==> src/design/reader_cmd_pkg.sv <==
// Purpose: Shared constants and types of the direct command decoder
// Assumes: 250 MHz system clock
// Notes:   Register indices are word indices; byte address is index times four
package reader_cmd_pkg;

  // ---------------------------------------------------------------
  // Timing
  // ---------------------------------------------------------------
  localparam int CLK_PERIOD_NS = 4;
  localparam int INIT_WAIT_MS  = 5;
  localparam int RESP_WAIT_US  = 75;
  localparam int INIT_WAIT_CYC = (INIT_WAIT_MS * 1000000 + CLK_PERIOD_NS - 1) / CLK_PERIOD_NS;
  localparam int RESP_WAIT_CYC = (RESP_WAIT_US * 1000 + CLK_PERIOD_NS - 1) / CLK_PERIOD_NS;
  localparam int RAND_SLOT_CYC = 256;
  localparam int RX_WAIT_UNIT_CYC = 16;
  localparam int RF_STEP_MV    = 300;

  // ---------------------------------------------------------------
  // Register indices and reset values
  // ---------------------------------------------------------------
  localparam logic [5:0] IDX_RX_WAIT   = 6'h08;
  localparam logic [5:0] IDX_IRQ       = 6'h0c;
  localparam logic [5:0] IDX_COLL_POS  = 6'h0e;
  localparam logic [5:0] IDX_RSSI      = 6'h0f;
  localparam logic [5:0] IDX_LOW_FIELD = 6'h16;
  localparam logic [5:0] IDX_HOST_WORD = 6'h20;
  localparam logic [5:0] IDX_DATA      = 6'h21;
  localparam logic [5:0] IDX_STATUS    = 6'h22;
  localparam logic [7:0] RST_BYTE      = 8'h00;
  localparam logic [7:0] RST_LOW_FIELD = 8'h00;

  // Field positions
  localparam int WORD_CMD_BIT  = 7;
  localparam int WORD_READ_BIT = 6;
  localparam int WORD_CONT_BIT = 5;
  localparam int IRQ_COL_BIT   = 1;
  localparam int IRQ_COL_ERR_BIT = 0;

  // ---------------------------------------------------------------
  // Command codes
  // ---------------------------------------------------------------
  typedef enum logic [4:0] {
    CMD_IDLE       = 5'h00,
    CMD_SOFT_INIT  = 5'h03,
    CMD_CA_INIT    = 5'h04,
    CMD_CA_RESP    = 5'h05,
    CMD_CA_RESP_N0 = 5'h06,
    CMD_RESET      = 5'h0f,
    CMD_TX_NOCRC   = 5'h10,
    CMD_TX_CRC     = 5'h11,
    CMD_DTX_NOCRC  = 5'h12,
    CMD_DTX_CRC    = 5'h13,
    CMD_NEXT_SLOT  = 5'h14,
    CMD_CLOSE_SLOT = 5'h15,
    CMD_RX_BLOCK   = 5'h16,
    CMD_RX_ENABLE  = 5'h17,
    CMD_RF_INT     = 5'h18,
    CMD_RF_EXT     = 5'h19,
    CMD_GAIN_ADJ   = 5'h1a
  } cmd_e;

  // Collision avoidance sequencer states
  typedef enum logic [1:0] {
    CA_IDLE  = 2'b00,
    CA_RAND  = 2'b01,
    CA_FIELD = 2'b11
  } ca_state_e;

  // True for codes of the command set
  function automatic logic cmd_known(input logic [4:0] code);
    unique case (code)
      CMD_IDLE, CMD_SOFT_INIT, CMD_CA_INIT, CMD_CA_RESP, CMD_CA_RESP_N0,
      CMD_RESET, CMD_TX_NOCRC, CMD_TX_CRC, CMD_DTX_NOCRC, CMD_DTX_CRC,
      CMD_NEXT_SLOT, CMD_CLOSE_SLOT, CMD_RX_BLOCK, CMD_RX_ENABLE,
      CMD_RF_INT, CMD_RF_EXT, CMD_GAIN_ADJ: cmd_known = 1'b1;
      default: cmd_known = 1'b0;
    endcase
  endfunction : cmd_known

endpackage : reader_cmd_pkg

==> src/design/ca_if.sv <==
// Purpose: Carrier between command decoder and collision avoidance timer
// Assumes: One clock domain
// Notes:   done and fail are one-cycle pulses
`timescale 1ns/10ps
`default_nettype none
interface ca_if;
  logic       start;
  logic       long_wait;
  logic       random_delay;
  logic [2:0] ext_level;
  logic [2:0] threshold;
  logic       rf_on;
  logic       done;
  logic       fail;
  modport ctl   (output start, long_wait, random_delay, ext_level, threshold,
                 input rf_on, done, fail);
  modport timer (input start, long_wait, random_delay, ext_level, threshold,
                 output rf_on, done, fail);
endinterface : ca_if
`default_nettype wire

==> src/design/reader_direct_command_decoder.sv <==
// Purpose: Direct command decoder of a reader front end, APB slave
// Assumes: Host words arrive as whole APB writes; 250 MHz clock
// Notes:   Zero wait state slave; unmapped addresses answer PSLVERR
//
// Overview of operation
// - Host word top bit set means command, clear means register address.
// - Command code in low five bits; read and continuous bits must be zero.
// - Address word: bit six read, bit five continuous, low five bits address.
// - Software initialization code performs the full power-on reset.
// - Initial collision avoidance turns field on, interrupts 5 ms after it.
// - External field above low-field level blocks field and raises failure flag.
// - Response collision avoidance interrupts 75 us after field established.
// - Response variant without random delay, same 75 us interrupt.
// - Reset command empties FIFO, its status, and collision position.
// - Immediate transmission starts once first byte sits in FIFO.
// - CRC codes append CRC; plain codes send payload without CRC.
// - Delayed transmission waits for the transmit timer to expire.
// - Next-slot command sends the protocol's next-slot marker.
// - Block receiver holds bit decoder and framer in reset.
// - Receiver reset ends on enable receiver or end of transmit.
// - Nonzero receive wait time delays release after transmit.
// - Internal RF test stores both input level codes in RSSI register.
// - Close slot, external RF test, gain adjust and idle also decoded.
// - Interrupt status holds collision success and failure bits.
// - Interrupt status clears at end of host read, withdrawing request.
`timescale 1ns/10ps
`default_nettype none
module reader_direct_command_decoder
  import reader_cmd_pkg::*;
#(
  parameter int INIT_CYC = reader_cmd_pkg::INIT_WAIT_CYC,
  parameter int RESP_CYC = reader_cmd_pkg::RESP_WAIT_CYC
)(
  // Clock and reset
  input  wire logic        CLK,
  input  wire logic        RESET,
  // APB slave
  input  wire logic        PSEL,
  input  wire logic        PENABLE,
  input  wire logic        PWRITE,
  input  wire logic [7:0]  PADDR,
  input  wire logic [31:0] PWDATA,
  output logic [31:0]      PRDATA,
  output logic             PREADY,
  output logic             PSLVERR,
  // Analog and link status
  input  wire logic [2:0]  EXT_FIELD_LEVEL,
  input  wire logic [11:0] PRIMARY_RF_INPUT,
  input  wire logic [11:0] SECONDARY_RF_INPUT,
  input  wire logic        FIFO_HAS_DATA,
  input  wire logic        TX_TIMER_EXPIRED,
  input  wire logic        TX_DONE,
  input  wire logic        COLL_POS_VALID,
  input  wire logic [7:0]  COLL_POS,
  // Reader actions
  output logic             CHIP_INIT,
  output logic             RF_ON,
  output logic             TX_START,
  output logic             TX_WITH_CRC,
  output logic             NEXT_SLOT,
  output logic             CLOSE_SLOT,
  output logic             EXT_RF_TEST,
  output logic             GAIN_ADJUST,
  output logic             FIFO_CLEAR,
  output logic             RX_RESET,
  // Interrupt request
  output logic             IRQ
);
  // ---------------------------------------------------------------
  // Declarations
  // ---------------------------------------------------------------
  ca_if ca ();
  logic        rst;
  logic        init_q;
  logic [5:0]  idx;
  logic        acc_w;
  logic        acc_r;
  logic        mapped;
  logic [7:0]  rx_wait_q;
  logic [7:0]  irq_q;
  logic [7:0]  coll_pos_q;
  logic [7:0]  rssi_q;
  logic [7:0]  low_field_q;
  logic [4:0]  ptr_q;
  logic        ptr_rd_q;
  logic        ptr_cont_q;
  logic        w_is_cmd;
  logic        w_cmd_ok;
  logic [4:0]  w_code;
  logic        w_rd;
  logic        w_cont;
  logic        cmd_go;
  logic        word_go;
  logic        data_acc;
  logic        tx_pend_q;
  logic        tx_delay_q;
  logic        tx_busy_q;
  logic        crc_q;
  logic        rx_block_q;
  logic [15:0] rx_wait_cnt_q;
  logic        rx_wait_run_q;
  logic [7:0]  rd_byte;
  logic        irq_rd;

  // Converts a peak level in mV to a code of 1 to 7
  function automatic logic [2:0] level_code(input logic [11:0] mv);
    logic [11:0] steps;
    steps = 12'(mv / 12'(RF_STEP_MV));
    if (steps < 12'h001) level_code = 3'h1;
    else if (steps > 12'h007) level_code = 3'h7;
    else level_code = steps[2:0];
  endfunction : level_code

  // Register write strobe, direct or through the address pointer
  function automatic logic reg_we(input logic [5:0] target);
    reg_we = (acc_w && idx == target) || (data_acc && PWRITE && {1'b0, ptr_q} == target);
  endfunction : reg_we

  // ---------------------------------------------------------------
  // Reset and bus decode
  // ---------------------------------------------------------------
  // Software init reuses the power-on path
  assign rst = RESET | init_q;

  assign idx      = PADDR[7:2];
  assign mapped   = idx == IDX_RX_WAIT || idx == IDX_IRQ || idx == IDX_COLL_POS ||
                    idx == IDX_RSSI || idx == IDX_LOW_FIELD || idx == IDX_HOST_WORD ||
                    idx == IDX_DATA || idx == IDX_STATUS;
  assign acc_w    = PSEL && PENABLE && PWRITE && mapped;
  assign acc_r    = PSEL && PENABLE && !PWRITE && mapped;
  assign PREADY   = 1'b1;
  assign PSLVERR  = PSEL && PENABLE && !mapped;
  assign word_go  = acc_w && idx == IDX_HOST_WORD;
  assign cmd_go   = word_go && w_cmd_ok;
  assign data_acc = PSEL && PENABLE && idx == IDX_DATA;
  assign irq_rd   = (acc_r && idx == IDX_IRQ) ||
                    (data_acc && !PWRITE && {1'b0, ptr_q} == IDX_IRQ);

  // Host word split
  host_word_decoder u_dec (
    .word   (PWDATA[7:0]),
    .is_cmd (w_is_cmd),
    .cmd_ok (w_cmd_ok),
    .code   (w_code),
    .rd     (w_rd),
    .cont   (w_cont)
  );

  // Collision avoidance timer
  collision_timer #(.INIT_CYC(INIT_CYC), .RESP_CYC(RESP_CYC)) u_ca (
    .clk (CLK),
    .rst (rst),
    .ca  (ca)
  );

  // Collision avoidance launch
  assign ca.start        = cmd_go && (w_code == CMD_CA_INIT || w_code == CMD_CA_RESP ||
                                      w_code == CMD_CA_RESP_N0);
  assign ca.long_wait    = w_code == CMD_CA_INIT;
  assign ca.random_delay = w_code == CMD_CA_RESP;
  assign ca.ext_level    = EXT_FIELD_LEVEL;
  assign ca.threshold    = low_field_q[2:0];
  assign RF_ON           = ca.rf_on;

  // ---------------------------------------------------------------
  // Software initialization
  // ---------------------------------------------------------------
  // One-cycle internal reset pulse
  always_ff @(posedge CLK) begin
    if (RESET) init_q <= 1'b0;
    else init_q <= cmd_go && w_code == CMD_SOFT_INIT;
  end
  assign CHIP_INIT = init_q;

  // ---------------------------------------------------------------
  // Address pointer
  // ---------------------------------------------------------------
  // Address words load the pointer, continuous mode steps it
  always_ff @(posedge CLK) begin
    if (rst) begin
      ptr_q      <= 5'h00;
      ptr_rd_q   <= 1'b0;
      ptr_cont_q <= 1'b0;
    end else if (word_go && !w_is_cmd) begin
      ptr_q      <= w_code;
      ptr_rd_q   <= w_rd;
      ptr_cont_q <= w_cont;
    end else if (data_acc && ptr_cont_q) begin
      ptr_q <= ptr_q + 5'h01;
    end
  end

  // ---------------------------------------------------------------
  // Configuration registers
  // ---------------------------------------------------------------
  // Receive wait time and low-field level
  always_ff @(posedge CLK) begin
    if (rst) begin
      rx_wait_q   <= RST_BYTE;
      low_field_q <= RST_LOW_FIELD;
    end else begin
      if (reg_we(IDX_RX_WAIT)) rx_wait_q <= PWDATA[7:0];
      if (reg_we(IDX_LOW_FIELD)) low_field_q <= PWDATA[7:0];
    end
  end

  // ---------------------------------------------------------------
  // Status registers
  // ---------------------------------------------------------------
  // Interrupt status, a new event wins over the read clear
  always_ff @(posedge CLK) begin
    if (rst) irq_q <= RST_BYTE;
    else begin
      if (irq_rd) irq_q <= RST_BYTE;
      if (ca.done) irq_q[IRQ_COL_BIT] <= 1'b1;
      if (ca.fail) irq_q[IRQ_COL_ERR_BIT] <= 1'b1;
    end
  end
  assign IRQ = |irq_q;

  // Collision position
  always_ff @(posedge CLK) begin
    if (rst) coll_pos_q <= RST_BYTE;
    else if (cmd_go && w_code == CMD_RESET) coll_pos_q <= RST_BYTE;
    else if (COLL_POS_VALID) coll_pos_q <= COLL_POS;
  end

  // RSSI levels from the internal RF test
  always_ff @(posedge CLK) begin
    if (rst) rssi_q <= RST_BYTE;
    else if (cmd_go && w_code == CMD_RF_INT) begin
      rssi_q <= {2'h0, level_code(SECONDARY_RF_INPUT), level_code(PRIMARY_RF_INPUT)};
    end
  end

  // ---------------------------------------------------------------
  // Transmission control
  // ---------------------------------------------------------------
  // Pending frame, start condition and busy state
  always_ff @(posedge CLK) begin
    if (rst) begin
      tx_pend_q  <= 1'b0;
      tx_delay_q <= 1'b0;
      tx_busy_q  <= 1'b0;
      crc_q      <= 1'b0;
    end else if (cmd_go && w_code inside {CMD_TX_NOCRC, CMD_TX_CRC, CMD_DTX_NOCRC,
                                          CMD_DTX_CRC}) begin
      tx_pend_q  <= 1'b1;
      tx_delay_q <= w_code[1];
      crc_q      <= w_code[0];
    end else if (TX_START) begin
      tx_pend_q <= 1'b0;
      tx_busy_q <= 1'b1;
    end else if (TX_DONE) begin
      tx_busy_q <= 1'b0;
    end
  end
  assign TX_START    = tx_pend_q && FIFO_HAS_DATA && (!tx_delay_q || TX_TIMER_EXPIRED);
  assign TX_WITH_CRC = crc_q;

  // Single-cycle action strobes
  always_ff @(posedge CLK) begin
    if (rst) begin
      NEXT_SLOT   <= 1'b0;
      CLOSE_SLOT  <= 1'b0;
      EXT_RF_TEST <= 1'b0;
      GAIN_ADJUST <= 1'b0;
      FIFO_CLEAR  <= 1'b0;
    end else begin
      NEXT_SLOT   <= cmd_go && w_code == CMD_NEXT_SLOT;
      CLOSE_SLOT  <= cmd_go && w_code == CMD_CLOSE_SLOT;
      EXT_RF_TEST <= cmd_go && w_code == CMD_RF_EXT;
      GAIN_ADJUST <= cmd_go && w_code == CMD_GAIN_ADJ;
      FIFO_CLEAR  <= cmd_go && w_code == CMD_RESET;
    end
  end

  // ---------------------------------------------------------------
  // Receiver block
  // ---------------------------------------------------------------
  // Blocked until enable, end of transmit, or end of wait time
  always_ff @(posedge CLK) begin
    if (rst) begin
      rx_block_q    <= 1'b0;
      rx_wait_run_q <= 1'b0;
      rx_wait_cnt_q <= 16'h0000;
    end else if (cmd_go && w_code == CMD_RX_BLOCK) begin
      rx_block_q    <= 1'b1;
      rx_wait_run_q <= 1'b0;
    end else if (cmd_go && w_code == CMD_RX_ENABLE) begin
      rx_block_q    <= 1'b0;
      rx_wait_run_q <= 1'b0;
    end else if (rx_block_q && TX_DONE && tx_busy_q) begin
      if (rx_wait_q == RST_BYTE) rx_block_q <= 1'b0;
      else begin
        rx_wait_run_q <= 1'b1;
        rx_wait_cnt_q <= 16'(rx_wait_q * RX_WAIT_UNIT_CYC - 1);
      end
    end else if (rx_wait_run_q) begin
      if (rx_wait_cnt_q == 16'h0000) begin
        rx_block_q    <= 1'b0;
        rx_wait_run_q <= 1'b0;
      end else rx_wait_cnt_q <= rx_wait_cnt_q - 16'h0001;
    end
  end
  assign RX_RESET = rx_block_q;

  // ---------------------------------------------------------------
  // Read data
  // ---------------------------------------------------------------
  // Register selected by direct index or pointer
  always_comb begin
    logic [5:0] sel;
    sel = (idx == IDX_DATA) ? {1'b0, ptr_q} : idx;
    unique case (sel)
      IDX_RX_WAIT:   rd_byte = rx_wait_q;
      IDX_IRQ:       rd_byte = irq_q;
      IDX_COLL_POS:  rd_byte = coll_pos_q;
      IDX_RSSI:      rd_byte = rssi_q;
      IDX_LOW_FIELD: rd_byte = low_field_q;
      IDX_HOST_WORD: rd_byte = {1'b0, ptr_rd_q, ptr_cont_q, ptr_q};
      IDX_STATUS:    rd_byte = {2'h0, rx_wait_run_q, tx_pend_q, tx_busy_q, crc_q,
                                rx_block_q, ca.rf_on};
      default:       rd_byte = RST_BYTE;
    endcase
  end
  assign PRDATA = {24'h000000, rd_byte};
endmodule : reader_direct_command_decoder
`default_nettype wire

==> src/design/host_word_decoder.sv <==
// Purpose: Splits a host word into command or address fields
// Assumes: Word is complete when presented
// Notes:   Purely combinational
`timescale 1ns/10ps
`default_nettype none
module host_word_decoder
  import reader_cmd_pkg::*;
(
  // Host word
  input  wire logic [7:0] word,
  // Decoded fields
  output logic            is_cmd,
  output logic            cmd_ok,
  output logic [4:0]      code,
  output logic            rd,
  output logic            cont
);
  // Field split
  always_comb begin
    is_cmd = word[WORD_CMD_BIT];
    code   = word[4:0];
    rd     = word[WORD_READ_BIT];
    cont   = word[WORD_CONT_BIT];
    cmd_ok = is_cmd && !rd && !cont && cmd_known(code);
  end
endmodule : host_word_decoder
`default_nettype wire

==> src/design/collision_timer.sv <==
// Purpose: Times RF collision avoidance and reports its outcome
// Assumes: External level and threshold are steady at start
// Notes:   Field stays on once established until reset
`timescale 1ns/10ps
`default_nettype none
module collision_timer
  import reader_cmd_pkg::*;
#(
  parameter int INIT_CYC = INIT_WAIT_CYC,
  parameter int RESP_CYC = RESP_WAIT_CYC
)(
  // Clock and reset
  input  wire logic clk,
  input  wire logic rst,
  // Control
  ca_if.timer       ca
);
  ca_state_e   state_q;
  logic [20:0] cnt_q;
  logic [20:0] wait_cyc;
  logic [7:0]  lfsr_q;
  logic        long_q;

  assign wait_cyc = long_q ? 21'(INIT_CYC - 1) : 21'(RESP_CYC - 1);

  // Free running random source
  always_ff @(posedge clk) begin
    if (rst) lfsr_q <= 8'h01;
    else lfsr_q <= {lfsr_q[6:0], lfsr_q[7] ^ lfsr_q[5] ^ lfsr_q[4] ^ lfsr_q[3]};
  end

  // Sequencer
  always_ff @(posedge clk) begin
    if (rst) begin
      state_q  <= CA_IDLE;
      cnt_q    <= 21'h0;
      long_q   <= 1'b0;
      ca.rf_on <= 1'b0;
      ca.done  <= 1'b0;
      ca.fail  <= 1'b0;
    end else begin
      ca.done <= 1'b0;
      ca.fail <= 1'b0;
      unique case (state_q)
        CA_IDLE: begin
          if (ca.start) begin
            long_q <= ca.long_wait;
            if (ca.ext_level > ca.threshold) begin
              ca.fail <= 1'b1;
            end else if (ca.random_delay && lfsr_q[1:0] != 2'h0) begin
              cnt_q   <= 21'(lfsr_q[1:0] * RAND_SLOT_CYC - 1);
              state_q <= CA_RAND;
            end else begin
              ca.rf_on <= 1'b1;
              cnt_q    <= ca.long_wait ? 21'(INIT_CYC - 1) : 21'(RESP_CYC - 1);
              state_q  <= CA_FIELD;
            end
          end
        end
        CA_RAND: begin
          if (cnt_q == 21'h0) begin
            ca.rf_on <= 1'b1;
            cnt_q    <= wait_cyc;
            state_q  <= CA_FIELD;
          end else cnt_q <= cnt_q - 21'h1;
        end
        CA_FIELD: begin
          if (cnt_q == 21'h0) begin
            ca.done <= 1'b1;
            state_q <= CA_IDLE;
          end else cnt_q <= cnt_q - 21'h1;
        end
        default: state_q <= CA_IDLE;
      endcase
    end
  end
endmodule : collision_timer
`default_nettype wire

==> config.mk <==
export PLATFORM = sky130hd
export DESIGN_NAME = reader_direct_command_decoder
export DESIGN_NICKNAME = d
export VERILOG_FILES = /design/src/design/reader_cmd_pkg.sv /design/src/design/ca_if.sv /design/src/design/reader_direct_command_decoder.sv /design/src/design/host_word_decoder.sv /design/src/design/collision_timer.sv
export SDC_FILE = /design/constraint.sdc
export NUM_CORES = 1
export LEC_CHECK = 0
export CAP_MARGIN = 20
export CORE_MARGIN = 2
export CORE_UTILIZATION = 55
export CTS_CLUSTER_SIZE = 8
export DETAILED_ROUTE_END_ITERATION = 16
export DONT_BUFFER_PORTS = 1
export PLACE_DENSITY = 0.78
export SYNTH_ARGS = -nofsm -noshare
export SYNTH_HDL_FRONTEND = slang
export SYNTH_HIERARCHICAL = 1
export SYNTH_SLANG_ARGS = --single-unit
==> constraint.sdc <==
create_clock -name CLK -period 6.9 [get_ports CLK]
set_input_delay 0.345 -clock CLK [delete_from_list [all_inputs] [get_ports CLK]]
set_output_delay 0.345 -clock CLK [all_outputs]
set_load 0.01 [all_outputs]
# Word-level counts from Yosys, hierarchy flattened
# Memory sizes are Yosys's and may differ from the RTL's.
# Index checks and enable logic that the tools add are counted.
totals:
  ff_bits: 102
  mem_bits_ro: 32
  output_inout_bits: 45
  word_cells: 232
  mem_count: 1
op_classes:
  add_sub_neg: 5
  div: 2
  order_cmp: 5
  eq_ne: 45
  n_mux: 50
  n_bitwise: 10
  reduce_logical: 85
memory_table:
  columns: ["name", "depth", "width", "rd", "rd_clocked_by_memory_dff", "wr", "line_no", "text"]
  rows:
  - ["(name not given)", 32, 1, 1, 0, 0, "reader_cmd_pkg.sv:71", "unique case (code)"]
ops:
  columns: ["op", "count"]
  rows:
  - ["two-way mux 21 bit", 7]
  - ["two-way mux 16 bit", 4]
  - ["one-hot mux 21 bit (3 select lines)", 1]
  - ["equality test 5 bit (second input constant)", 12]
  - ["one-hot mux 8 bit (7 select lines)", 1]
  - ["equality test 6 x 4 -> 1 bit (second input constant)", 8]
  - ["logical AND 1 bit", 38]
  - ["equality test 6 bit (second input constant)", 5]
  - ["divider 12 x 9 -> 12 bit (second input constant)", 2]
  - ["> comparator 12 x 3 -> 1 bit (second input constant)", 2]
  - ["< comparator 12 x 1 -> 1 bit (second input constant)", 2]
  - ["two-way mux 1 bit", 22]
  - ["logical NOT 21 bit", 1]
  - ["subtractor 21 x 1 -> 21 bit (second input constant)", 1]
  - ["logical NOT 16 bit", 1]
  - ["nonzero test 2 bit", 8]
  - ["subtractor 16 x 1 -> 16 bit (second input constant)", 1]
  - ["equality test 5 x 3 -> 1 bit (second input constant)", 3]
  - ["equality test 5 x 4 -> 1 bit (second input constant)", 3]
  - ["logical OR 1 bit", 13]
  - ["subtractor 12 x 1 -> 13 bit (second input constant)", 1]
  - ["equality test 6 x 5 -> 1 bit (second input constant)", 2]
  - ["two-way mux 2 bit", 6]
  - ["two-way mux 3 bit", 4]
  - ["27 further kinds", 54]

# Logic depth before layout (Yosys ltp)
# Gate-level depths: netlist (run 1).
logic_depth:
  word_depth: 14
  depth_mapped: 14
  mapped_depth_nobuf: 12

# Hierarchy
# The synthesis (run 1) kept the hierarchy.
modules_own_cells:
  columns: ["module", "instances", "cells_per_inst", "area_each_um2", "seq_area_each_um2"]
  rows:
  - ["reader_direct_command_decoder", 1, 723, 5470.2, 1341.3]
  - ["collision_timer", 1, 265, 2244.7, 700.7]
  - ["host_word_decoder", 1, 19, 130.1, 0.0]

# Worst setup path after synthesis (run 1)
# No wires, ideal clock.
synth_path:
  kind: "input to register"
  from: "in PADDR[4]"
  to: "reg u_ca.cnt_q[15]"
  arrival_time_ps: 2719
  required_ps: 6777
  slack_ps: 4059
  stages: 12
  n_path_buf: 3
  path_cell_list: "or4b_1 -> buf_2 -> nand2b_4 -> buf_6 -> nor3_4 -> nand2_2 -> a211oi_1 -> nor2_1 -> or3_1 -> clkbuf_1 -> a221oi_1 -> nor2_1"
synth_via:
  elab_chain_len: 14
synth_rtl:
  columns: ["item", "line_no", "text"]
  rows:
  - ["start, declared", "reader_direct_command_decoder.sv:41", "input wire logic [7:0] PADDR,"]
  - ["equality test 6 x 4 -> 1 bit", "reader_direct_command_decoder.sv:126", "assign mapped = idx == IDX_RX_WAIT || idx == IDX_IRQ || idx == IDX_COLL_POS ||"]
  - ["logical OR 1 bit (3 in series)", "reader_direct_command_decoder.sv:126", null]
  - ["logical OR 1 bit (3 in series)", "reader_direct_command_decoder.sv:127", "idx == IDX_RSSI || idx == IDX_LOW_FIELD || idx == IDX_HOST_WORD ||"]
  - ["logical OR 1 bit", "reader_direct_command_decoder.sv:128", "idx == IDX_DATA || idx == IDX_STATUS;"]
  - ["logical AND 1 bit", "reader_direct_command_decoder.sv:129", "assign acc_w = PSEL && PENABLE && PWRITE && mapped;"]
  - ["logical AND 1 bit (*)", "reader_direct_command_decoder.sv:133", "assign word_go = acc_w && idx == IDX_HOST_WORD;"]
  - ["logical AND 1 bit (*)", "reader_direct_command_decoder.sv:134", "assign cmd_go = word_go && w_cmd_ok;"]
  - ["logical AND 1 bit (*)", "reader_direct_command_decoder.sv:157", "assign ca.start = cmd_go && (w_code == CMD_CA_INIT || w_code == CMD_CA_RESP ||"]
  - ["net ca.start", "ca_if.sv:7", "logic start;"]
  - ["!= test 2 bit (no source line) (*)", null, null]
  - ["AND reduction 4 bit (no source line) (*)", null, null]
  - ["end signal, assigned", "collision_timer.sv:51", "cnt_q <= 21'(lfsr_q[1:0] * RAND_SLOT_CYC - 1);"]
  - ["end signal, assigned", "collision_timer.sv:55", "cnt_q <= ca.long_wait ? 21'(INIT_CYC - 1) : 21'(RESP_CYC - 1);"]
  - ["end signal, assigned", "collision_timer.sv:63", "cnt_q <= wait_cyc;"]
  - ["end, declared", "collision_timer.sv:19", "logic [20:0] cnt_q;"]
# Mark *: on every way through the listed nets, which the timed path passes. The rest lies on a longest branch.
# A chain may end at the register's enable or synchronous reset.

# Worst setup path after layout (run 1)
layout_path:
  from: "in PADDR[4]"
  to: "out PRDATA[2]"
layout_via:
  elab_chain_len: 4
layout_rtl:
  columns: ["item", "line_no", "text"]
  rows:
  - ["equality test 6 bit", "reader_direct_command_decoder.sv:314", "sel = (idx == IDX_DATA) ? {1'b0, ptr_q} : idx;"]
  - ["two-way mux 6 bit (*)", "reader_direct_command_decoder.sv:314", null]
  - ["equality test 6 bit (tied with other cells)", "reader_direct_command_decoder.sv:315", "unique case (sel)"]
  - ["one-hot mux 8 bit (7 select lines) (*)", "reader_direct_command_decoder.sv:315", null]
  - ["end, declared", "reader_direct_command_decoder.sv:43", "output logic [31:0] PRDATA,"]
# Every way passes the cells marked *; elsewhere a longest branch is shown, timed or not.

==> summary.txt, run 1 <==
Run status
  • Status: finished clean

Clocking
  • Clock sinks: between 100 and 150
  • Post-CTS Setup Bufs: 0
  • CTS Buf Count: 9
  • H-tree depth: 3
  • CTS Hold Bufs: 0
  • CTS tree: yes
  • Deepest clock path buffer count: 2
  • Post-CTS sizing: 0
  • Reg clk slew, reported paths: roughly 0.07 ns
  • Clock Tree Root: clkbuf_16
  • Worst-skew pair later-pin latency: ~0.35 ns

Worst setup path
  • End of the worst register-to-register path: rx_wait_cnt_q[3]
  • Crit. End Element: output port
  • Critical path depth: 6
  • CP delay by family, top: simple AND/OR/NAND/NOR gates
  • Worst setup path start: PADDR[4]
  • Worst-path fanout max: 10
  • Reg2reg path depth: 12
  • CP bufs+invs: 0
  • Crit Path Class: in -> out
  • Crit path launch type: primary input
  • Crit path DAT: around 3.0 ns
  • Crit path max-delay cell type: nor4_2
  • Worst r2r src: rx_wait_cnt_q[0]
  • Slowest cell delay on critical path: roughly 0.73 ns
  • WP data required: roughly 6.6 ns
  • Crit path top cell by count: a221o_1
  • Worst-path cell chain: or4b_1 > nor3_2 > a32oi_1 > nor4_2 > a221o_1 > a221o_1
  • R2R Setup Slk: 3.61 ns

Layout
  • FILL cells: around 1300
  • Layout cell share with drive strength beyond 1: approximately 8.6%
  • Multi-input gate area: 0.005189 sq mm
  • Layout Nets: roughly 1000
  • Final instance area: just under 0.008 sq mm
  • Storage element area: about 0.002 sq mm
  • Area grow syn2layout: 0.8294%
  • Antenna cells: 0

Min path
  • Hold wc startpoint: PWDATA[0]
  • WHS Endpoint: NEXT_SLOT
  • Hold depth: 1
  • Worst Hold Class: in -> reg

Placement
  • Number of port buffers: 0
  • GP Congestion: 0.9200
  • Cell Area, Placed: 0.007587 sq mm
  • DP Wirelength: ~15 mm

Timing
  • Setup violators final: 0
  • Clk_skew: roughly 0.0086 ns
  • Fin crit period: about 3.4 ns
  • Fin. max-slew vios: 0
  • RSZ-0062 raised after global routing: no
  • Total negative slack: 0 ns
  • Final worst-path cycle share: roughly 49%
  • Worst relative slew slack: between 20 and 30%
  • Slew of the pin with the lowest slew margin: approximately 1.1 ns
  • Fmax: 298.1 MHz
  • Final Hold Fails: 0

Pwr
  • Leak: 2.986 nW
  • Cell Pwr Density: ~170 mW/mm^2
  • Peak VDD IR: 131.0 uV
  • Overall Power: about 1.3 mW

Floorplanning
  • Initial Util: around 57%
  • Core area: approximately 0.014 sq mm
  • Die Y: ~120 um
  • Die X: about 120 um
  • FP Rows: 43
  • # IOs: approximately 130
  • Die area: 0.01524 sq mm

Route
  • Pre-Repair DR Iteration Count: 5
  • 1st-iter DRT viols: approximately 670
  • Post-route ant nets: 0
  • DR vias/cell: roughly 6.5
  • DRC: 0
  • Vias: ~7300
  • Final WL: 20.29 mm
  • WL/cell: between 15 and 20 um

GRT
  • GRT Total Usage: between 20% and 30%
  • Largest net degree at the start of global routing: 42
  • First-pass GRT wire length: 32.15 mm
  • GRT Residual Overflow: 0
  • Number of global-route vias before repair: between 6000 and 7000
  • Initial antenna violation count: 0

Synthesis
  • Sequential area share after synthesis: about a quarter
  • Ys async rst share: 0%
  • Netlist cell types: about 100
  • Synth Instances: roughly 1000
  • Number of flops mapped to enable cells by yosys: 0
  • Synth Cell Area: 0.007845 sq mm
  • Synth Area per Inst: ~8 sq um
  • Synth warnings: 6
  • Ys flop type: dfxtp_1
  • Synthesized flop and latch total: approximately 100

Run
  • Max Cap Viol: 0
## how the worst max path moves through the flow
stage | to | slack, ns
4_1_cts | PRDATA[2] | 3.58
2_1_floorplan | u_ca/cnt_q[15] | 4.06
3_3_place_gp | u_ca/cnt_q[20] | 3.57
6_report | PRDATA[2] | 3.55
5_1_grt | rx_wait_cnt_q[14] | 3.32
3_5_place_dp | u_ca/cnt_q[20] | 3.59
## cells in the final DEF, fill, tap and decap left out, drive strengths merged, types with 13 or more instances in the layout
cell type and instances:
a21oi 62, nor4 24, nor3 54, conb 25, nor2 116, nand3 28
nor2b 13, a211oi 17, xor2 13, mux2i 40, dfxtp 102, nand2b 13
nand4 16, o21ai 44, inv 32, a31oi 17, nand2 92
## registers in the layout, summed over array words and instances (netlist names), 5 cells and up
signal	cells
rx_wait_cnt_q	16
u_ca/cnt_q	21
u_ca/lfsr_q	8
coll_pos_q	8
low_field_q	8
rssi_q	6
ptr_q	5
rx_wait_q	8
## final cells by class
type / count / area share, %
clock buffers: 10 / 3.021
clock inverters: 6 / 1.060
inverters: 33 / 1.566
multi-input cells: 799 / 65.60
flip-flops and latches: 102 / 25.81
well taps: 180 / 2.847
repair buffers: 1 / 0.09491
## power breakdown
part	leakage (nW)	internal (mW)	switching (mW)
combinational	2.00	0.0687	0.104
clock	0.163	0.327	0.229
sequential	0.824	0.593	0.00306
total	2.99	0.989	0.336
## Yosys cell counts, types with 5 or more instances
library cell | count | area [sq um]
nor2_1 | 113 | 424.2
dfxtp_1 | 102 | 2042
nand2_1 | 91 | 341.6
a21oi_1 | 61 | 305.3
nor3_1 | 48 | 240.2
mux2i_1 | 40 | 400.4
clkbuf_1 | 36 | 135.1
buf_4 | 35 | 262.8
o21ai_0 | 35 | 175.2
inv_1 | 30 | 112.6
nand3_1 | 28 | 140.1
nor4_1 | 17 | 106.4
a31oi_1 | 15 | 93.84
a211oi_1 | 14 | 105.1
nand4_1 | 14 | 87.58
nor2b_1 | 13 | 81.33
xor2_1 | 13 | 113.9
a22oi_1 | 12 | 90.09
ha_1 | 12 | 150.1
nand2b_1 | 12 | 75.07
xnor2_1 | 12 | 105.1
a221o_1 | 11 | 110.1
and2_1 | 11 | 68.82
buf_2 | 11 | 55.05
or3_1 | 11 | 68.82
and3_1 | 10 | 62.56
o211ai_1 | 9 | 67.56
o31ai_1 | 9 | 67.56
a32oi_1 | 7 | 61.31
nand4b_1 | 6 | 52.55
o21a_1 | 6 | 45.04
or2_2 | 6 | 37.54
a21o_1 | 5 | 37.54
a221oi_1 | 5 | 43.79
a311oi_1 | 5 | 43.79
buf_6 | 5 | 56.30
nand3b_1 | 5 | 37.54
nor3_2 | 5 | 50.05
o21ai_1 | 5 | 25.02
o22ai_1 | 5 | 31.28
## logic make-up (layout without fill, tap and decap cells)
kind of cell	count (synthesis)	after routing	synth area share, %
XOR/XNOR	25	25	2.791
buffers and inverters	129	50	8.931
multiplexers	42	42	5.391
adder cells (fa/ha/maj)	13	13	2.041
AO/OA/AOI/OAI	265	265	25.28
AND/OR/NAND/NOR	429	429	29.44
other	2	25	0.09573
flip-flops	102	102	26.03
## metrics by stage
stage | utilization [%] | setup WS [ns] | hold slack, ns | instances
5_1_grt | 56.99 | 3.318 | 0.05956 | 1131
3_3_place_gp | 54.66 | 3.573 | 0.4189 | 1115
4_1_cts | 56.99 | 3.579 | 0.05975 | 1131
2_1_floorplan | - | 4.059 | 0.4130 | 1030
3_5_place_dp | 54.66 | 3.585 | 0.4259 | 1115
6_report | 56.99 | 3.546 | 0.06204 | 1131
## routing by layer
metal	wire, um	vias up	global-route usage [%]
li1	-	3556	-
met1	8925	3463	34.69
met2	9411	269	43.03
met3	1627	28	6.227
met4	324	0	6.818
met5	0	-	0
## worst reg2reg max path, cell delays in order (launching register included)
cell      delay, ns
dfxtp_1        0.34
inv_1          0.06
ha_1           0.15
nor3b_2        0.22
nand2b_1       0.11
or4_1          0.50
or4_1          0.48
nor3_2         0.17
a31oi_1        0.13
and3b_1        0.51
nand2_1        0.22
xor2_1         0.18
a21oi_1        0.08
Power figures use the tool's default switching activity.
==> inputs of run 2 (changes only) <==
ABC_AREA = 1   (was unset)
clock period = 3.1 ns   (was 6.9 ns; I/O delays follow)
==> run 2 against run 1 <==
Die area fell by 2.2%. Final area rose by 4.5%. Via count grew 5.0%. Clock power up 120%. Count of clock-buffer cells in the layout shrank 1. Utilization increased by 3.3 points. Setup slack got worse by 3.1 ns. Combinational power grew to 3.0 times the previous value. Largest power group unchanged. Largest cell class unchanged. Synthesized cell count grew 20%. Sequential cell count unchanged. Critical path type is now reg -> reg. First-iteration DRC count is 7.5% lower. Non-clock buffer count up 32.
==> summary.txt, run 2 <==
Run status
  • Status: finished clean

Layout
  • Most common cell after layout, fill and taps aside: nand2_1
  • Area grow syn2layout: 7.902%
  • Largest registers: u_ca/cnt_q: 21 flops, rx_wait_cnt_q: 16 flops
  • Fin cells: 1412 (+25%)
  • Final instance area: 0.008269 sq mm (+4.5%)
  • Most flops, register: u_ca/cnt_q
  • Layout Nets: 1323 (+27%)
  • Antenna cells: 0 (unchanged)
  • Commonest non-fill, non-tap cells in the layout: nand2_1, inv_1, nor2_1, dfxtp_1, nand3_1
  • Layout cell share with drive strength beyond 1: 9.659% (+1.0 points)
  • Max reg flops: 21 (unchanged)

Clocking
  • CTS tree: yes
  • Worst-skew pair later-pin latency: 0.36 ns (about the same)
  • Clock Tree Root: clkbuf_16
  • Deepest clock path buffer count: 2 (unchanged)
  • Reg clk slew, reported paths: 0.08 ns (about the same)
  • Clock sinks: 102 (unchanged)
  • CTS Buf Count: 9 (unchanged)
  • H-tree depth: 3 (unchanged)

Timing
  • Setup violators final: 0 (unchanged)
  • Fmax: approximately 380 MHz
  • Hold slack final: 0.01462 ns (-0.04742 ns)
  • Final Hold Fails: 0 (unchanged)
  • Final worst-path cycle share: a little over four fifths
  • Slew of the pin with the lowest slew margin: 0.6695 ns (-0.3902 ns)
  • Fin crit period: about 2.6 ns
  • Worst relative slew slack: 55.32% (+26 points)
  • Total negative slack: 0 ns (unchanged)
  • RSZ-0062 raised after global routing: no
  • Fin. max-slew vios: 0 (unchanged)
  • Clk_skew: 0.008457 ns (-0.0001033 ns)

GRT
  • First-pass GRT wire length: 32.03 mm (-0.39%)
  • Number of global-route vias before repair: 6880 (+8.0%)
  • GRT Residual Overflow: 0 (unchanged)
  • Initial antenna violation count: 0 (unchanged)
  • Largest net degree at the start of global routing: 39 (-7.1%)
  • GRT Total Usage: 26.68% (+0.42 points)

Worst setup path
  • R2R Setup Slk: 0.48 ns (-3.13 ns)
  • Reg2reg path depth: 17 (+5)
  • WP data required: 3.41 ns (-3.14 ns)
  • Worst setup path start: rx_wait_cnt_q[0]
  • Crit Path Class: reg -> reg
  • End of the worst register-to-register path: rx_wait_cnt_q[14]
  • Crit path max-delay cell type: dfxtp_1
  • Worst r2r src: rx_wait_cnt_q[0]
  • Crit path launch type: register
  • CP bufs+invs: 3 (+3)
  • Crit. End Element: register
  • Crit path top cell by count: nand2_1
  • Crit path to: rx_wait_cnt_q[14]
  • Critical path depth: 17 (+11)
  • Worst-path fanout max: 19 (+9)
  • Slowest cell delay on critical path: 0.33 ns (-0.40 ns)
  • CP delay by family, top: simple AND/OR/NAND/NOR gates
  • Worst-path cell chain: inv_1 > ha_1 > inv_1 > nor4_2 > nand3_1 > nor2_1 > nand3b_1 > nor3_2 > nand4_1 > nand2_1 > nor2_1 > nand2_2 > inv_2 > nand2_1 > nand2_1 > a21oi_1 > o21a_1
  • Crit path DAT: 2.93 ns (-0.08 ns)

Synthesis
  • Synth Cell Area: 0.007664 sq mm (-2.3%)
  • Area leader, netlist: dfxtp_1
  • Most common cell in the netlist: nand2_1
  • Ys async rst share: 0% (unchanged)
  • Ys flop type: dfxtp_1
  • Synth warnings: 6 (unchanged)
  • Synth Area per Inst: 6.318 sq um (-19%)
  • Synth Instances: 1213 (+20%)
  • Post-synth top area share: 26.64% (+0.62 points)
  • Number of flops mapped to enable cells by yosys: 0 (unchanged)
  • Synth cell count leaders: nand2_1, inv_1, nor2_1, dfxtp_1, nand3_1
  • Synthesized flop and latch total: 102 (unchanged)
  • Netlist cell types: 54 (-47%)
  • Area contributors post-synth: dfxtp_1, nand2_1, inv_1
  • Sequential area share after synthesis: 26.64% (+0.62 points)

Min path
  • Worst Hold Class: in -> reg
  • Hold wc startpoint: PWDATA[4]

Floorplanning
  • Core area: 0.01372 sq mm (-1.2%)
  • Initial Util: 55.86% (-0.66 points)
  • Die area: 0.01489 sq mm (-2.2%)
  • Die Y: 122.0 um (-1.1%)
  • Die X: 122.0 um (-1.1%)
  • # IOs: 129 (unchanged)
  • FP Rows: 43 (unchanged)

Pwr
  • Leak: 4.039 nW (+35%)
  • Peak VDD IR: 273.3 uV (+110%)
  • Cell Pwr Density: 368.9 mW/mm^2 (+120%)

Route
  • 1st-iter DRT viols: 621 (-7.5%)
  • WL/cell: 13.81 um (-23%)
  • DR vias/cell: 5.441 (-16%)
  • Post-route ant nets: 0 (unchanged)
  • Final WL: 19.50 mm (-3.9%)
  • Pre-Repair DR Iteration Count: 5 (unchanged)
  • Vias: 7682 (+5.0%)
  • DRC: 0 (unchanged)

Placement
  • Cell Area, Placed: 0.007702 sq mm (+1.5%)
  • GP Congestion: 0.9017 (-2.0%)
  • # placed instances: 1372 (+23%)
  • DP Wirelength: 14.28 mm (-2.4%)
  • Number of port buffers: 0 (unchanged)

Run
  • Max Cap Viol: 0 (unchanged)
run 2: cell count changes after synthesis, sizes merged, moves of 13 or more:
cell / delta
nor2: +37
nor4: -19
nand2b: -13
nor3: -37
inv: +148
mux2i: -32
nand2: +226
clkbuf: -32
o21ai: +34
nand4: +17
nand3: +77
nor2b: -13
run 2: metal layers:
layer	share of wire, %	track usage [%]	wire length, um	vias to the layer above
met5	0	0	0	-
met2	46	43.54	8959	259
met4	2.7	9.195	536	0
met3	7.0	6.039	1363	41
li1	-	-	-	3916
met1	44	34.70	8639	3466
run 2: worst register-to-register path: cells and delay by family, from the launching register on:
kind,cells,cell delay [ns]
flip-flops,1,0.33
AO/OA/AOI/OAI,2,0.25
buffers and inverters,3,0.26
adder cells (fa/ha/maj),1,0.17
AND/OR/NAND/NOR,11,1.56
run 2: through the flow:
stage | worst slack [ns] | util [%] | total power, mW
6_report | 0.4767 | 60.27 | 3.051
3_5_place_dp | 0.3593 | 56.14 | 1.836
3_3_place_gp | 0.4150 | 56.14 | 1.828
2_1_floorplan | 0.8070 | - | 1.805
4_1_cts | 0.2969 | 60.19 | 3.064
5_1_grt | 0.08339 | 60.27 | 3.212
run 2: worst min-delay path by stage:
stage	slack, ns	end	cells after the start
2_1_floorplan	0.23	CHIP_INIT	1
3_3_place_gp	0.24	CHIP_INIT	1
3_5_place_dp	0.24	CHIP_INIT	1
4_1_cts	0.006	EXT_RF_TEST	2
5_1_grt	0.02	EXT_RF_TEST	2
6_report	0.01	EXT_RF_TEST	2
run 2: timing repair:
item	4_1_cts	5_1_grt
endpoints found under the hold margin	36	0
setup endpoints to repair	0	8
hold buffers	24	0
resized for setup	0	2
buffers inserted	0	0
run 2: power breakdown:
part | internal, mW | leakage (nW) | switching (mW) | total (mW)
clock | 0.647 | 0.154 | 0.561 | 1.21
combinational | 0.184 | 3.06 | 0.335 | 0.519
sequential | 1.32 | 0.824 | 0.00490 | 1.32
total | 2.15 | 4.04 | 0.901 | 3.05
run 2: kinds of logic after synthesis:
kind of cell             synth area share (%)
AO/OA/AOI/OAI                           13.98
buffers and inverters                   13.42
multiplexers                            1.045
AND/OR/NAND/NOR                         40.70
flip-flops                              26.64
other                                 0.09800
adder cells (fa/ha/maj)                 1.959
XOR/XNOR                                2.155
run 2: final cells by class:
| type | instances | area [sq um] |
|---|---|---|
| repair buffers | 33 | 307.8 |
| multi-input cells | 899 | 4693 |
| flip-flops and latches | 102 | 2042 |
| clock inverters | 7 | 90.09 |
| well taps | 180 | 225.2 |
| clock buffers | 9 | 225.2 |
| inverters | 182 | 685.7 |
| fillers | 1324 | 5450 |
==> inputs of run 3 (changes only) <==
clock period = 2.51 ns   (was 3.1 ns; I/O delays follow)
==> run 3 against run 2 <==
Maximum frequency up 12%. Critical path depth shrank 2. Clock skew increased by 0.0016 ns. Sequential share of layout area decreased by 0.60 points.
==> summary.txt, run 3 (same netlist as run 2, synthesis figures left out) <==
Route
  • Metal-1 WL: 8.491 mm (-1.7%)
  • Post-route ant nets: 0 (unchanged)
  • Vias: 7723 (+0.53%)
  • Pre-Repair DR Iteration Count: 5 (unchanged)
  • 1st-iter DRT viols: 524 (-16%)
  • DR vias/cell: 5.397 (-0.80%)
  • DRC: 0 (unchanged)
  • WL/cell: 13.71 um (-0.71%)
  • Met3 WL post-DR: 1.349 mm (-1.0%)
  • Final WL: 19.62 mm (+0.63%)
  • Met2 WL: 9.176 mm (+2.4%)
  • Max Used Layer: met4

Timing
  • Slew of the pin with the lowest slew margin: 0.6782 ns (+0.008720 ns)
  • Hold slack final: 0.01782 ns (+0.003196 ns)
  • Final worst-path cycle share: 93.71% (+9.1 points)
  • Setup violators final: 0 (unchanged)
  • Clk_skew: 0.01009 ns (+0.001629 ns)
  • Total negative slack: 0 ns (unchanged)
  • Final Hold Fails: 0 (unchanged)
  • Worst relative slew slack: 54.74% (-0.58 points)
  • Fin crit period: 2.352 ns (-0.2712 ns)
  • Fin. max-slew vios: 0 (unchanged)
  • Fmax: 425.2 MHz (+12%)
  • Final worst setup slack: 0.1580 ns (-0.3188 ns)

Placement
  • GP Congestion: 0.9256 (+2.7%)
  • DP Wirelength: 14.44 mm (+1.1%)
  • Pre-CTS setup slack: 0.02277 ns (-0.3365 ns)
  • Number of port buffers: 0 (unchanged)
  • # placed instances: 1385 (+0.95%)

GRT
  • GRT Total Usage: 26.44% (-0.25 points)
  • GRT Residual Overflow: 0 (unchanged)
  • Initial antenna violation count: 0 (unchanged)
  • Number of global-route vias before repair: 6909 (+0.42%)
  • Largest net degree at the start of global routing: 39 (unchanged)
  • First-pass GRT wire length: 31.85 mm (-0.56%)

Clocking
  • Deepest clock path buffer count: 2 (unchanged)
  • Worst-skew pair later-pin latency: 0.36 ns (about the same)
  • Reg clk slew, reported paths: 0.08 ns (about the same)
  • H-tree depth: 3 (unchanged)
  • CTS Buf Count: 9 (unchanged)
  • CTS tree: yes
  • Clock sinks: 102 (unchanged)
  • Clock Tree Root: clkbuf_16

Layout
  • Antenna cells: 0 (unchanged)
  • Layout Nets: 1342 (+1.4%)
  • Layout cell share with drive strength beyond 1: 11.27% (+1.6 points)
  • Area grow syn2layout: 10.64%
  • Most common cell after layout, fill and taps aside: nand2_1
  • Fin cells: 1431 (+1.3%)
  • Commonest non-fill, non-tap cells in the layout: nand2_1, inv_1, nor2_1, dfxtp_1, nand3_1
  • Largest registers: u_ca/cnt_q: 21 flops, rx_wait_cnt_q: 16 flops
  • Max reg flops: 21 (unchanged)
  • Most flops, register: u_ca/cnt_q

Worst setup path
  • Crit Path Class: reg -> reg
  • Crit. End Element: register
  • Crit path DAT: 2.62 ns (-0.31 ns)
  • CP delay by family, top: simple AND/OR/NAND/NOR gates
  • CP bufs+invs: 3 (unchanged)
  • Worst-path cell chain: inv_1 > ha_2 > inv_1 > nor4_4 > nand3_2 > nor2_4 > nand3b_1 > nor3_2 > nand4_1 > nand2_1 > nor2_1 > nand2_2 > buf_4 > nor3_1 > nor3b_1
  • Crit path top cell by count: inv_1
  • Worst-path fanout max: 13 (-6)
  • Crit path launch type: register
  • Crit path max-delay cell type: dfxtp_1
  • Slowest cell delay on critical path: 0.32 ns (about the same)
  • WP data required: 2.78 ns (-0.63 ns)

Run status
  • Status: finished clean

Run
  • Max Cap Viol: 0 (unchanged)

Floorplanning
  • Core area: 0.01372 sq mm (unchanged)
  • Initial Util: 55.86% (unchanged)
  • Die X: 122.0 um (unchanged)
  • Die Y: 122.0 um (unchanged)
  • # IOs: 129 (unchanged)
  • Die area: 0.01489 sq mm (unchanged)
  • FP Rows: 43 (unchanged)

Pwr
  • Cell Pwr Density: 448.2 mW/mm^2 (+21%)
  • Leak: 4.154 nW (+2.8%)
  • Peak VDD IR: 362.5 uV (+33%)
  • Overall Power: 3.800 mW (+25%)

Min path
  • Worst Hold Class: in -> reg
## run 3: tightest hold or removal path, stage by stage
cell and delay, ns:
nor2_1 0.05, nand3_1 0.08, nor2_1 0.06
## run 3: power breakdown
part | internal [mW] | switching, mW
Sequential | 1.63 | 0.00616
Clock | 0.809 | 0.705
Combinational | 0.233 | 0.419
## run 3: path summary, 6_finish.rpt
path                    start           endpoint  slack [ns]  cells past startpoint
max          rx_wait_cnt_q[0]  rx_wait_cnt_q[15]        0.16                     15
min                 PWDATA[3]         CLOSE_SLOT        0.02                      3
max reg2reg  rx_wait_cnt_q[0]  rx_wait_cnt_q[15]        0.16                     15
min reg2reg    u_ca/lfsr_q[6]     u_ca/lfsr_q[7]        0.41                      2
## run 3: routing by layer
| metal | vias to the layer above | track usage, % |
|---|---|---|
| met2 | 262 | 44.55 |
| li1 | 3969 | - |
| met5 | - | 0 |
| met3 | 51 | 4.963 |
| met4 | 0 | 10.56 |
| met1 | 3441 | 33.25 |
## run 3: metrics by stage
stage / util [%] / instance area [sq um]
CTS: 61.40 / 8423
floorplan: - / 7750
finish: 61.81 / 8479
global route: 61.81 / 8479
detailed placement: 56.85 / 7800
global placement: 56.85 / 7800
## run 3: final cells by class
type                    count  area, sq um
inverters                 182        688.2
clock buffers               9        225.2
clock inverters             7        101.3
flip-flops and latches    102         2043
repair buffers             52        462.9
fillers                  1305         5240
multi-input cells         899         4733
well taps                 180        225.2
## run 3: timing repair
item                       in CTS  in global routing
setup endpoints to repair       1                 19
pin swaps                       0                  2
setup buffers                   0                  1
hold endpoints to repair       41                  0
hold buffers                   29                  0
gates resized for setup         1                 14
